### src/verilog/exc_entry_pkg.sv
// Package with register map, field positions and timing counts.
package exc_entry_pkg;
  // Register byte address of the context control register.
  localparam logic [31:0] fp_context_control_addr = 32'he000ef34;
  // Lazy stacking enable bit position.
  localparam int          lazy_stack_enable_bit   = 30;
  // Automatic floating-point stacking enable bit position.
  localparam int          auto_stack_enable_bit   = 31;
  // Reset value: both enables on.
  localparam logic [31:0] fp_context_control_rst  = 32'hc0000000;
  // Status register of my choosing (read-only hazard view).
  localparam logic [31:0] hazard_status_addr      = 32'he000ef80;
  // Long floating-point operation length in cycles.
  localparam int          fp_long_op_cycles       = 14;
  // Least entry latency with lazy stacking on.
  localparam int          entry_min_cycles        = 12;
  // Stack words pushed on entry (integer frame).
  localparam int          stack_frame_words       = 8;
  // Extra words pushed when the float context is saved.
  localparam int          fp_frame_words          = 18;
  // Instruction count at or below which a handler is short.
  localparam int          short_handler_instrs    = 2;
endpackage

### src/verilog/exc_op_timer.sv
// Countdown timer used for the long float operation and the entry latency.
`timescale 1ns/1ps
module exc_op_timer #(
  parameter int width = 5
) (
  input  wire logic             clk_sys,
  input  wire logic             rst,
  input  wire logic             load,
  input  wire logic [width-1:0] load_value,
  output logic                  busy,
  output logic                  done
);
  // Remaining cycles and its next value.
  logic [width-1:0] count_r;
  logic [width-1:0] count_nxt;
  // One-cycle pulse when the count reaches zero.
  logic             done_r;
  logic             done_nxt;

  // Next count: load wins, otherwise step down while nonzero.
  always_comb
  begin
    count_nxt = count_r;
    done_nxt  = 1'b0;
    if (load)
    begin
      count_nxt = load_value;
    end
    else if (count_r != '0)
    begin
      count_nxt = count_r - 1'b1;
      done_nxt  = (count_r == {{(width-1){1'b0}}, 1'b1});
    end
  end

  // Register the countdown state.
  always_ff @(posedge clk_sys or posedge rst)
  begin
    if (rst)
    begin
      count_r <= '0;
      done_r  <= 1'b0;
    end
    else
    begin
      count_r <= count_nxt;
      done_r  <= done_nxt;
    end
  end

  assign busy = (count_r != '0);
  assign done = done_r;
endmodule

### src/verilog/exc_entry_core.sv
// Exception entry hazard model: long float ops, lazy stacking, load replay.
//
// Overview of operation
// [RL1] Divide and square root take fourteen cycles.
// [RL2] Accepted interrupt never aborts running divide.
// [RL3] Lazy mode defers float stacking to handler.
// [RL4] Lazy stacking enabled out of reset.
// [RL5] Lazy entry needs at least twelve cycles.
// [RL6] Clearing control bit 30 disables lazy.
// [RL7] Short handler may lose divide result.
// [RL8] Wait-stated stack transactions avoid result loss.
// [RL9] Interrupted stack-pointer load replays after return.
// [RL10] Write-back forms update base every execution.
// [RL11] Replay to device memory reads twice.
// [RL12] Indirect load through register avoids both.
`timescale 1ns/1ps
module exc_entry_core #(
  parameter int op_cycles    = exc_entry_pkg::fp_long_op_cycles,
  parameter int entry_cycles = exc_entry_pkg::entry_min_cycles
) (
  input  wire logic        clk_sys,
  input  wire logic        rst,
  input  wire logic        psel,
  input  wire logic        penable,
  input  wire logic        pwrite,
  input  wire logic [31:0] paddr,
  input  wire logic [31:0] pwdata,
  output logic      [31:0] prdata,
  output logic             pready,
  output logic             pslverr,
  input  wire logic        irq_req,
  input  wire logic        exc_return,
  input  wire logic        fp_divide_op,
  input  wire logic        fp_square_root_op,
  input  wire logic        handler_fp_instr,
  input  wire logic        handler_short,
  input  wire logic        stack_wait_state,
  input  wire logic        word_load_op,
  input  wire logic        load_to_sp,
  input  wire logic        load_writeback,
  input  wire logic        load_device_mem,
  input  wire logic        load_addr_issued,
  input  wire logic        load_data_valid,
  output logic             irq_accept,
  output logic             handler_start,
  output logic             fp_stack_push,
  output logic             fp_result_write,
  output logic             fp_result_lost,
  output logic             load_replay,
  output logic             base_update,
  output logic             device_reread
);
  // Timer widths derived from the cycle counts.
  localparam int tw = $clog2(op_cycles + 1);
  localparam int ew = $clog2(entry_cycles + 1);

  initial
  begin
    if (op_cycles < 3 || entry_cycles < 3)
    begin
      $error("exc_entry_core: cycle counts must be at least 3");
    end
  end

  // Entry states.
  typedef enum logic [1:0] {st_run, st_stack, st_handler} entry_st_t;

  // Control register (lazy/automatic enables), reset with lazy on.
  logic [31:0] ctrl_r;
  logic [31:0] ctrl_nxt;
  entry_st_t   st_r;
  entry_st_t   st_nxt;
  // Float context saved for this handler already.
  logic        fp_saved_r;
  logic        fp_saved_nxt;
  // A stack-pointer load was interrupted and must replay.
  logic        replay_pend_r;
  logic        replay_pend_nxt;
  logic        replay_wb_r;
  logic        replay_wb_nxt;
  logic        replay_dev_r;
  logic        replay_dev_nxt;
  // Registered outputs.
  logic [31:0] prdata_r;
  logic [31:0] prdata_nxt;
  logic        pready_r;
  logic        pready_nxt;
  logic        pslverr_r;
  logic        pslverr_nxt;
  logic [7:0]  out_r;
  logic [7:0]  out_nxt;
  // Timer handshakes.
  logic        op_load;
  logic        op_busy;
  logic        op_done;
  logic        ent_load;
  logic        ent_busy;
  logic        ent_done;
  logic        lazy_on;
  logic        acc_phase;

  assign lazy_on   = ctrl_r[exc_entry_pkg::lazy_stack_enable_bit];
  assign acc_phase = psel && penable && !pready_r;

  // Returns 1 when the bus address hits a given register.
  function automatic logic hit(input logic [31:0] a, input logic [31:0] r);
    hit = (a == r);
  endfunction

  // Loaded two short: the done flop and the output flop add two cycles.
  exc_op_timer #(.width(tw)) op_timer (
    .clk_sys    (clk_sys),
    .rst        (rst),
    .load       (op_load),
    .load_value (tw'(op_cycles - 2)),
    .busy       (op_busy),
    .done       (op_done)
  );

  // Entry latency timer, also two short for the same two flop stages.
  exc_op_timer #(.width(ew)) ent_timer (
    .clk_sys    (clk_sys),
    .rst        (rst),
    .load       (ent_load),
    .load_value (ew'(entry_cycles - 2)),
    .busy       (ent_busy),
    .done       (ent_done)
  );

  // A new op starts only when none is running, so no abort is possible.
  assign op_load  = (fp_divide_op || fp_square_root_op) && !op_busy; // RL1
  assign ent_load = (st_r == st_run) && irq_req;

  // APB slave: one wait cycle, pslverr on unmapped addresses.
  always_comb
  begin
    ctrl_nxt    = ctrl_r;
    prdata_nxt  = prdata_r;
    pready_nxt  = 1'b0;
    pslverr_nxt = 1'b0;
    if (acc_phase)
    begin
      pready_nxt = 1'b1;
      if (hit(paddr, exc_entry_pkg::fp_context_control_addr))
      begin
        // Only the two enable bits are writable; others read zero.
        if (pwrite)
        begin
          ctrl_nxt = pwdata & exc_entry_pkg::fp_context_control_rst; // RL6
        end
        prdata_nxt = ctrl_r;
      end
      else if (hit(paddr, exc_entry_pkg::hazard_status_addr))
      begin
        prdata_nxt = {21'h0, replay_dev_r, replay_wb_r, replay_pend_r,
                      fp_saved_r, op_busy, st_r, out_r[3:0]};
        pslverr_nxt = pwrite;
      end
      else
      begin
        prdata_nxt  = 32'h0;
        pslverr_nxt = 1'b1;
      end
    end
  end

  // Entry, lazy stacking, result hazard and load replay.
  always_comb
  begin
    st_nxt          = st_r;
    fp_saved_nxt    = fp_saved_r;
    replay_pend_nxt = replay_pend_r;
    replay_wb_nxt   = replay_wb_r;
    replay_dev_nxt  = replay_dev_r;
    out_nxt         = 8'h0;
    case (st_r)
      st_run:
      begin
        if (irq_req)
        begin
          out_nxt[0]   = 1'b1;
          st_nxt       = st_stack;
          fp_saved_nxt = 1'b0;
          // Address issued but data not back: the load replays later.
          if (word_load_op && load_to_sp && load_addr_issued &&
              !load_data_valid) // RL9 RL12
          begin
            replay_pend_nxt = 1'b1;
            replay_wb_nxt   = load_writeback;  // RL10
            replay_dev_nxt  = load_device_mem; // RL11
          end
          // Without lazy mode the float frame goes out with the stack.
          if (!lazy_on)
          begin
            out_nxt[2]   = 1'b1;
            fp_saved_nxt = 1'b1;
          end
        end
        else if (replay_pend_r)
        begin
          // Re-execute the load; write-back forms move the base again.
          out_nxt[5]      = 1'b1;
          out_nxt[6]      = replay_wb_r;  // RL10
          out_nxt[7]      = replay_dev_r; // RL11
          replay_pend_nxt = 1'b0;
        end
      end
      st_stack:
      begin
        // The first handler instruction waits for the full latency.
        if (ent_done) // RL5
        begin
          out_nxt[1] = 1'b1;
          st_nxt     = st_handler;
        end
      end
      st_handler:
      begin
        // Deferred float push on the handler's first float instruction.
        if (handler_fp_instr && lazy_on && !fp_saved_r) // RL3
        begin
          out_nxt[2]   = 1'b1;
          fp_saved_nxt = 1'b1;
        end
        if (exc_return)
        begin
          st_nxt = st_run;
        end
      end
      default:
      begin
        st_nxt = st_run;
      end
    endcase
    // The op runs in parallel with stacking and completes in the handler. A lazy, short handler
    // with zero-wait stacking returns before write-back and loses it.
    if (op_done)
    begin
      if ((st_r == st_handler) && exc_return && handler_short && lazy_on &&
          !fp_saved_r && !stack_wait_state) // RL7 RL8
      begin
        out_nxt[4] = 1'b1;
      end
      else
      begin
        out_nxt[3] = 1'b1; // RL2
      end
    end
  end

  // Register all state; lazy enable is on after reset.
  always_ff @(posedge clk_sys or posedge rst)
  begin
    if (rst)
    begin
      ctrl_r        <= exc_entry_pkg::fp_context_control_rst; // RL4
      st_r          <= st_run;
      fp_saved_r    <= 1'b0;
      replay_pend_r <= 1'b0;
      replay_wb_r   <= 1'b0;
      replay_dev_r  <= 1'b0;
      prdata_r      <= 32'h0;
      pready_r      <= 1'b0;
      pslverr_r     <= 1'b0;
      out_r         <= 8'h0;
    end
    else
    begin
      ctrl_r        <= ctrl_nxt;
      st_r          <= st_nxt;
      fp_saved_r    <= fp_saved_nxt;
      replay_pend_r <= replay_pend_nxt;
      replay_wb_r   <= replay_wb_nxt;
      replay_dev_r  <= replay_dev_nxt;
      prdata_r      <= prdata_nxt;
      pready_r      <= pready_nxt;
      pslverr_r     <= pslverr_nxt;
      out_r         <= out_nxt;
    end
  end

  assign prdata          = prdata_r;
  assign pready          = pready_r;
  assign pslverr         = pslverr_r;
  assign irq_accept      = out_r[0];
  assign handler_start   = out_r[1];
  assign fp_stack_push   = out_r[2];
  assign fp_result_write = out_r[3];
  assign fp_result_lost  = out_r[4];
  assign load_replay     = out_r[5];
  assign base_update     = out_r[6];
  assign device_reread   = out_r[7];
endmodule

### config.mk
export PLATFORM = sky130hd
export DESIGN_NAME = exc_entry_core
export DESIGN_NICKNAME = d
export VERILOG_FILES = /design/src/verilog/exc_entry_pkg.sv /design/src/verilog/exc_op_timer.sv /design/src/verilog/exc_entry_core.sv
export SDC_FILE = /design/constraint.sdc
export NUM_CORES = 1
export LEC_CHECK = 0
export ABC_CLOCK_PERIOD_IN_PS = 1400
export BUFFER_PORTS_ARGS = -buffer_cell sky130_fd_sc_hd__buf_4
export CELL_PAD_IN_SITES_DETAIL_PLACEMENT = 0
export CELL_PAD_IN_SITES_GLOBAL_PLACEMENT = 1
export CORE_ASPECT_RATIO = 0.75
export CORE_MARGIN = 5
export CORE_UTILIZATION = 28
export DETAILED_ROUTE_END_ITERATION = 16
export PLACE_DENSITY_LB_ADDON = 0.3
export SLEW_MARGIN = 20
export SYNTH_ARGS = -nofsm -noshare
export SYNTH_HDL_FRONTEND = slang
export SYNTH_SLANG_ARGS = --single-unit
### constraint.sdc
create_clock -name clk_sys -period 1.4 [get_ports clk_sys]
set_input_delay 0.21 -clock clk_sys [delete_from_list [all_inputs] [get_ports clk_sys]]
set_output_delay 0.21 -clock clk_sys [all_outputs]
set_load 0.01 [all_outputs]
Word level (Yosys, flattened, before mapping). Index checks and enable logic that the tools add are counted. Widths: inputs -> output; s select.

Add/sub/neg operators: 2. Equality and inequality tests: 11. Mux-type cells: 37. Reductions and logical operators: 31.

Operators by type and width (number): $eq 32x32->1 const B (2); $mux 32 (1); $mux 1 (21); $mux 4 (4); $logic_and 1x1->1 (14); $reduce_and 3->1 (4); $mux 11 (1); $mux 3 (3); $eq 4x1->1 const B (2); $mux 2 (4); $reduce_bool 4->1 (2); $sub 4x1->4 const B (2); $ne 2x2->1 const B (3); $pmux 2 s3 (1); $reduce_bool 2->1 (3); $logic_not 1->1 (5); $ne 2x1->1 const B (2); $pmux 1 s2 (2); $eq 2x1->1 const B (1); $eq 2x2->1 const B (1); $logic_not 2->1 (1); $reduce_and 2->1 (1); $logic_or 1x1->1 (1).

Bits in registers: 60. Input port bits: 82. Output and inout bits: 42. Word-level logic and storage cells: 95.

Depth between registers and ports, before layout. Gate-level depths: netlist of the first run.

Word-level depth: 8. Gate-level depth with buffers: 6.

Hierarchy. From an unflattened synthesis of the first run, not the netlist that was laid out.

Cells, all modules: 203. Area total of the unflattened synthesis: 2145.8 µm².

By module, submodules not included: exc_entry_core (instances 1, cells each 143, area an instance 1565.3 µm², sequential area each 778.2 µm²); exc_op_timer (instances 2, cells each 30, area an instance 290.3 µm², sequential area each 125.1 µm²).

Worst setup path after synthesis of the first run. Ideal clock, no wire load.

Path type: register to register. Start point: register ent_timer.count_r[0]. End point: register ent_timer.count_r[1]. Arrival time: 1.310 ns. Required time: 1.279 ns. Path slack: -0.031 ns. Stages on the path, launching flop included: 6. Cell sequence: dfrtp_1 -> inv_1 -> ha_1 -> or3b_2 -> o21ai_0 -> nand2_1.

Longest elaborated chain between the ends: 3.

Ends and longest elaborated chain: from (decl) (RTL line exc_op_timer.sv:14) `logic [width-1:0] count_r;`; from (signal assigned) (RTL line exc_op_timer.sv:46) `count_r <= count_nxt;`; $sub 4x1->4 (RTL line exc_op_timer.sv:31) `count_nxt = count_r - 1'b1;`; $mux 4 (RTL line exc_op_timer.sv:29) `else if (count_r != '0)`; $mux 4 (RTL line exc_op_timer.sv:25) `if (load)`.

Several ways; a longest one is shown, not always the timed one. The select of a mux whose other input is x is not followed. A chain may end at the register's enable or synchronous reset.

Final worst setup path of the first run.
Start point: register pready_r, in the netlist pready. End point: register prdata_r[0], in the netlist prdata[0].

Longest elaborated chain between the ends: 2.

Ends and longest elaborated chain: from (decl) (RTL line exc_entry_core.sv:86) `logic pready_r;`; from (signal assigned) (RTL line exc_entry_core.sv:276) `pready_r <= pready_nxt;`; $logic_not 1->1 (RTL line exc_entry_core.sv:103) `assign acc_phase = psel && penable && !pready_r;`; $logic_and 1x1->1 (RTL line exc_entry_core.sv:103); to (signal assigned) (RTL line exc_entry_core.sv:275) `prdata_r <= prdata_nxt;`; to (decl) (RTL line exc_entry_core.sv:84) `logic [31:0] prdata_r;`.

Every way passes these cells.

==> results of run 1 <==
==> what timing repair did <==
item | in CTS | in global routing
hold endpoints to repair | 39 | 0
setup endpoints to repair | 2 | 11
hold buffers | 1 | 0
buffers inserted | 1 | 3
gates resized for setup | 1 | 5
==> placed cells by master, fill, tap and decap left out, drive strengths merged, types with 2 or more instances in the layout <==
master	n
o311ai	2
and2	12
nand4b	3
a21oi	4
nor4b	4
a22o	3
inv	8
o21ai	8
nand4	4
nor3	4
nand3	2
conb	19
dfstp	2
nand2	12
a31o	10
and3	2
mux2	5
nor4	4
nand3b	2
dfrtp	39
buf	93
and4b	3
nor2	15
ha	4
clkbuf	5
bufinv	2
==> metrics by stage <==
stage,utilization,hold WS [ns],cells,power [mW]
6_report,0.412,0.145,385,3.76
5_1_grt,0.412,0.139,385,4.01
4_1_cts,0.405,0.133,382,3.68
3_5_place_dp,0.383,0.299,372,2.54
3_3_place_gp,0.383,0.295,372,2.53
2_1_floorplan,-,0.341,206,2.19
==> routing by layer <==
layer	routed length, um	part of all wire	track usage	up-vias
li1	-	-	-	820
met4	35	0.0071	0.0340	0
met3	289	0.058	0.0315	2
met2	2490	0.50	0.168	44
met1	2140	0.43	0.139	770
met5	0	0	0	-
==> layout make-up <==
cell class	instances	share of cell area
clock buffers	5	0.0230
well taps	101	0.0422
clock inverters	3	0.0217
flip-flops and latches	41	0.344
multi-input cells	133	0.319
repair buffers	94	0.241
inverters	8	0.0100
==> sequential cells by signal, indices dropped and copies added (netlist names) <==
signal	cells
replay_wb_r	1
pslverr	1
ctrl_r	2
fp_saved_r	1
op_timer.done	1
replay_pend_r	1
prdata	13
ent_timer.count_r	4
op_timer.count_r	4
st_r	2
replay_dev_r	1
out_r	8
pready	1
ent_timer.done	1
==> path summary, 6_finish.rpt <==
check | startpoint | end | slack, ns
max | pready | prdata[0] | 0.008
min | pwdata[31] | ctrl_r[31] | 0.14
max reg2reg | pready | prdata[0] | 0.008
min reg2reg | op_timer.done | out_r[4] | 0.48
max in group asynchronous | rst | ctrl_r[30] | 0.60
min in group asynchronous | rst | op_timer.count_r[1] | 0.54
==> where the power goes <==
| group | switching [mW] | internal, mW | leakage (nW) |
|---|---|---|---|
| logic | 0.471 | 0.581 | 0.931 |
| registers | 0.197 | 1.40 | 0.536 |
| clock network | 0.401 | 0.708 | 0.0681 |
==> critical path, stage by stage, from the launching register on <==
cell,delay (ns)
dfrtp_1,0.38
nand3b_1,0.23
buf_4,0.19
buf_4,0.15
and2_1,0.15
a31o_1,0.18
==> cell families (layout without fill, tap and decap cells) <==
group                      after synthesis  in the layout  synth area share
and+or+nand+nor                         74             74             0.244
buffers and inverters                   32            110            0.0945
AOI/OAI and AO/OA                       29             29             0.101
other                                    1             19           0.00182
adders and majority gates                4              4            0.0242
DFF                                     41             41             0.498
xor gates and xnor gates                 1              1           0.00424
muxes                                    6              6            0.0321
==> run summary, run 1 <==
hold path cells: 2
placer congestion estimate: 0.769
max_cap viols: 0
first-pass GRT wire length: 7.60 mm
CP startpoint kind: flip-flop
RSZ-0062 raised after global routing: true
initial antenna violation count: 0
number of synthesized register bits: 41
Synth Warn #: 0
placed cell areas: 0.00279 sq mm
sequential element share of the synthesized area: 0.498
top cells by instance count after synthesis: dfrtp_1, buf_4, nor2_1
design area: 0.00299 sq mm
Post-synth ARST share: 1.00
grt ovf: 0
overall routing resource usage: 0.106
Post-Syn Area: 0.00207 sq mm
Row Count: 27
number of enable flip-flop cells after synthesis: 0
Tmin final: 1.39 ns
clk sinks: 41
Post-Syn Instances: 188
Clock transition at path regs: 0.08 ns
boundary pin count: 124
Setup TNS Final: 0 ns
DRC violations left: 0
Yosys cell types: 42
Finish-stage setup viols: 0
CTS max path bufs: 2
Die ar.: 0.00921 sq mm
CTS buffer count: 5
Routed WL: 4.96 mm
Iter 0 DRT Violations: 34
leakage: 1.54 nW
DP Worst Slack: -0.228 ns
Hold Crit Class: primary input to flip-flop
fin worst setup slack: 0.00811 ns
CTS root buffer: clkbuf_8
HPWL after DPL: 3.88 mm
Final Cycle Share: 0.994
outcome: completed
storage element area: 0.00103 sq mm
element type at the critical path end: flip-flop
worst r2r path cells: 5
most frequent cell after synthesis: dfrtp_1
DRT Pass-1 Iters: 4
later-pin clock latency in the skew report: 0.29 ns
die width: 109 um
Layout area overhead: 44.9%
initial core utilization: 0.284
Nets: 369
routed vias: 1636
# port buffers: 74
critical path fanouts, max: 6
cell taking the most area after synthesis: dfrtp_1
ANT nets after route: 0
fillcell total: 697
area of the multi-input gates: 953 sq um
vias in the first global route: 1562
Die Y: 84.4 um
Setup CP Type: flip-flop to flip-flop
Required @ worst endpoint: 1.57 ns
largest net degree at the start of global routing: 42
Synth Flop Type: dfrtp_1
Worst EP arrival: 1.57 ns
CTS tree: built
Final Skew: 0.00987 ns
final hold viol count: 0
number of vias per cell: 4.25
maximum VDD drop: 0.659 mV
CTS H-tree lvls: 2
area of the core: 0.00726 sq mm
Antenna Cells: 0
synth top area cells: dfrtp_1, buf_4, a31o_1, and2_1, nor4_4
Max Slew Vio Count: 0
Wirelength per Cell: 12.9 um
Syn Area/Cell: 11.0 sq um
Synth top area share: 0.472
layout cells sized above 1: 0.419
Peak Freq: 718 MHz
Power Density: 1260 mW/mm^2
Power figures use the tool's default switching activity.
==> inputs of run 2 (changes only) <==
==> constraint.sdc (replaced) <==
create_clock -name clk_sys -period 1.4 [get_ports clk_sys]
set_input_delay 0.28 -clock clk_sys [delete_from_list [all_inputs] [get_ports clk_sys]]
set_output_delay 0.28 -clock clk_sys [all_outputs]
set_load 0.01 [all_outputs]
==> run summary, run 2 (synthesis results as in run 1) <==
critical path fanouts, max: 3 (-3)
most frequent cells in the layout: buf_4, dfrtp_1, conb_1, nor2_1, and2_1
Clock transition at path regs: 0.08 ns (about the same)
Cell Count, Final, Fillers Out: 387 (+0.52%)
Row Count: 27 (unchanged)
largest net degree at the start of global routing: 42 (unchanged)
fin worst setup slack: 0.0135 ns (+0.00542 ns)
Power Density: 1180 mW/mm^2 (-5.7%)
cell seen most often among critical-path stages: buf_4
later-pin clock latency in the skew report: 0.29 ns (about the same)
final hold viol count: 0 (unchanged)
element type at the critical path end: flip-flop
max_cap viols: 0 (unchanged)
clk sinks: 41 (unchanged)
Finish-stage setup viols: 0 (unchanged)
Layout area overhead: 46.3%
ANT nets after route: 0 (unchanged)
CTS tree: built
grt ovf: 0 (unchanged)
Iter 0 DRT Violations: 66 (+94%)
placer congestion estimate: 0.715 (-7.0%)
first-pass GRT wire length: 8.06 mm (+6.0%)
most common cell after layout, fill and taps aside: buf_4
design area: 0.00302 sq mm (+1.0%)
layout cells sized above 1: 0.427 (+0.00756)
overall routing resource usage: 0.111 (+0.00437)
outcome: completed
area of the core: 0.00726 sq mm (unchanged)
routed vias: 1632 (-0.24%)
Final Cycle Share: 0.990 (-0.00387)
leakage: 1.56 nW (+1.5%)
DRT Pass-1 Iters: 4 (unchanged)
Tmin final: 1.39 ns (-0.00542 ns)
Hold Crit Class: primary input to asynchronous set/reset pin
DRC violations left: 0 (unchanged)
vias in the first global route: 1673 (+7.1%)
Routed WL: 5.09 mm (+2.7%)
max reg flops: 13 (unchanged)
Wirelength per Cell: 13.2 um (+2.1%)
Nets: 371 (+0.54%)
Peak Freq: 721 MHz (+0.39%)
die width: 109 um (unchanged)
Antenna Cells: 0 (unchanged)
worst-path cell chain: nand3b_1 > buf_4 > nor4_4 > buf_4 > a22o_1
number of vias per cell: 4.22 (-0.76%)
initial antenna violation count: 0 (unchanged)
maximum VDD drop: 0.428 mV (-35%)
HPWL after DPL: 3.92 mm (+1.1%)
Setup TNS Final: 0 ns (unchanged)
DP Worst Slack: -0.266 ns (-0.0378 ns)
initial core utilization: 0.284 (unchanged)
# port buffers: 74 (unchanged)
CTS H-tree lvls: 2 (unchanged)
Die ar.: 0.00921 sq mm (unchanged)
Setup CP Type: flip-flop to flip-flop
CTS buffer count: 5 (unchanged)
total power: 3.58 mW (-4.7%)
Worst EP arrival: 1.61 ns (+0.04 ns)
RSZ-0062 raised after global routing: true
slowest cell on the critical path: dfrtp_1
Max Slew Vio Count: 0 (unchanged)
placed cell areas: 0.00282 sq mm (+1.3%)
CTS max path bufs: 2 (unchanged)
largest incremental delay on the critical path: 0.37 ns (about the same)
fillcell total: 718 (+3.0%)
Placed Cells: 377 (+1.3%)
boundary pin count: 124 (unchanged)
hold buffers post-CTS: 0 (-1)
Die Y: 84.4 um (unchanged)
CTS root buffer: clkbuf_8
Final Skew: 0.00985 ns (-0.0000159 ns)
CP startpoint kind: flip-flop
Required @ worst endpoint: 1.63 ns (+0.06 ns)
-- run 2: per-layer routing --
| metal | up-vias | GRT usage | wire [um] |
|---|---|---|---|
| met5 | - | 0 | 0 |
| met4 | 0 | 0.0238 | 32 |
| met3 | 2 | 0.0261 | 226 |
| met2 | 36 | 0.174 | 2430 |
| met1 | 771 | 0.155 | 2400 |
| li1 | 823 | - | - |
-- run 2: worst paths after layout --
kind | startpoint | endpoint | slack [ns] | depth (start not counted)
worst max register to register | pready | prdata[31] | 0.01 | 5
max in group asynchronous | rst | ctrl_r[31] | 1.09 | 3
worst min-delay path | rst | out_r[0] | 0.04 | 3
worst min register to register | op_timer.done | out_r[3] | 0.48 | 1
min in group clk_sys | pwdata[30] | ctrl_r[30] | 0.21 | 2
worst max-delay path | pready | prdata[31] | 0.01 | 5
-- run 2: area by class of cell --
class	count	area [sq um]	area share
clock buffers	5	68.8	0.0228
clock inverters	3	46.3	0.0153
inverters	8	30.0	0.00993
well taps	101	126	0.0418
flip-flops and latches	41	1030	0.340
multi-input cells	133	963	0.319
repair buffers	96	759	0.251
-- run 2: power breakdown --
part	total, mW	switching, mW	leakage, nW	internal (mW)
Sequential	1.60	0.202	0.536	1.40
Clock	0.959	0.425	0.0543	0.534
Combinational	1.02	0.469	0.968	0.551
-- run 2: worst max-delay path, delay by kind of cell, from the launching register on --
kind                   cells  cell delay, ns
AOI/OAI and AO/OA          1            0.13
buffers and inverters      2            0.34
DFF                        1            0.37
and+or+nand+nor            2            0.48
-- run 2: repair_timing --
| action | in CTS | in global routing |
|---|---|---|
| resized for setup | 2 | 15 |
| gates cloned | 0 | 1 |
| pin swaps | 0 | 5 |
| buffers inserted | 1 | 2 |
| endpoints found under the setup margin | 2 | 18 |
-- run 2: through the flow --
step | hold WS, ns | util
2_1_floorplan | 0.411 | -
3_3_place_gp | 0.365 | 0.388
3_5_place_dp | 0.369 | 0.388
4_1_cts | 0.0447 | 0.407
5_1_grt | 0.0563 | 0.416
6_report | 0.0433 | 0.416
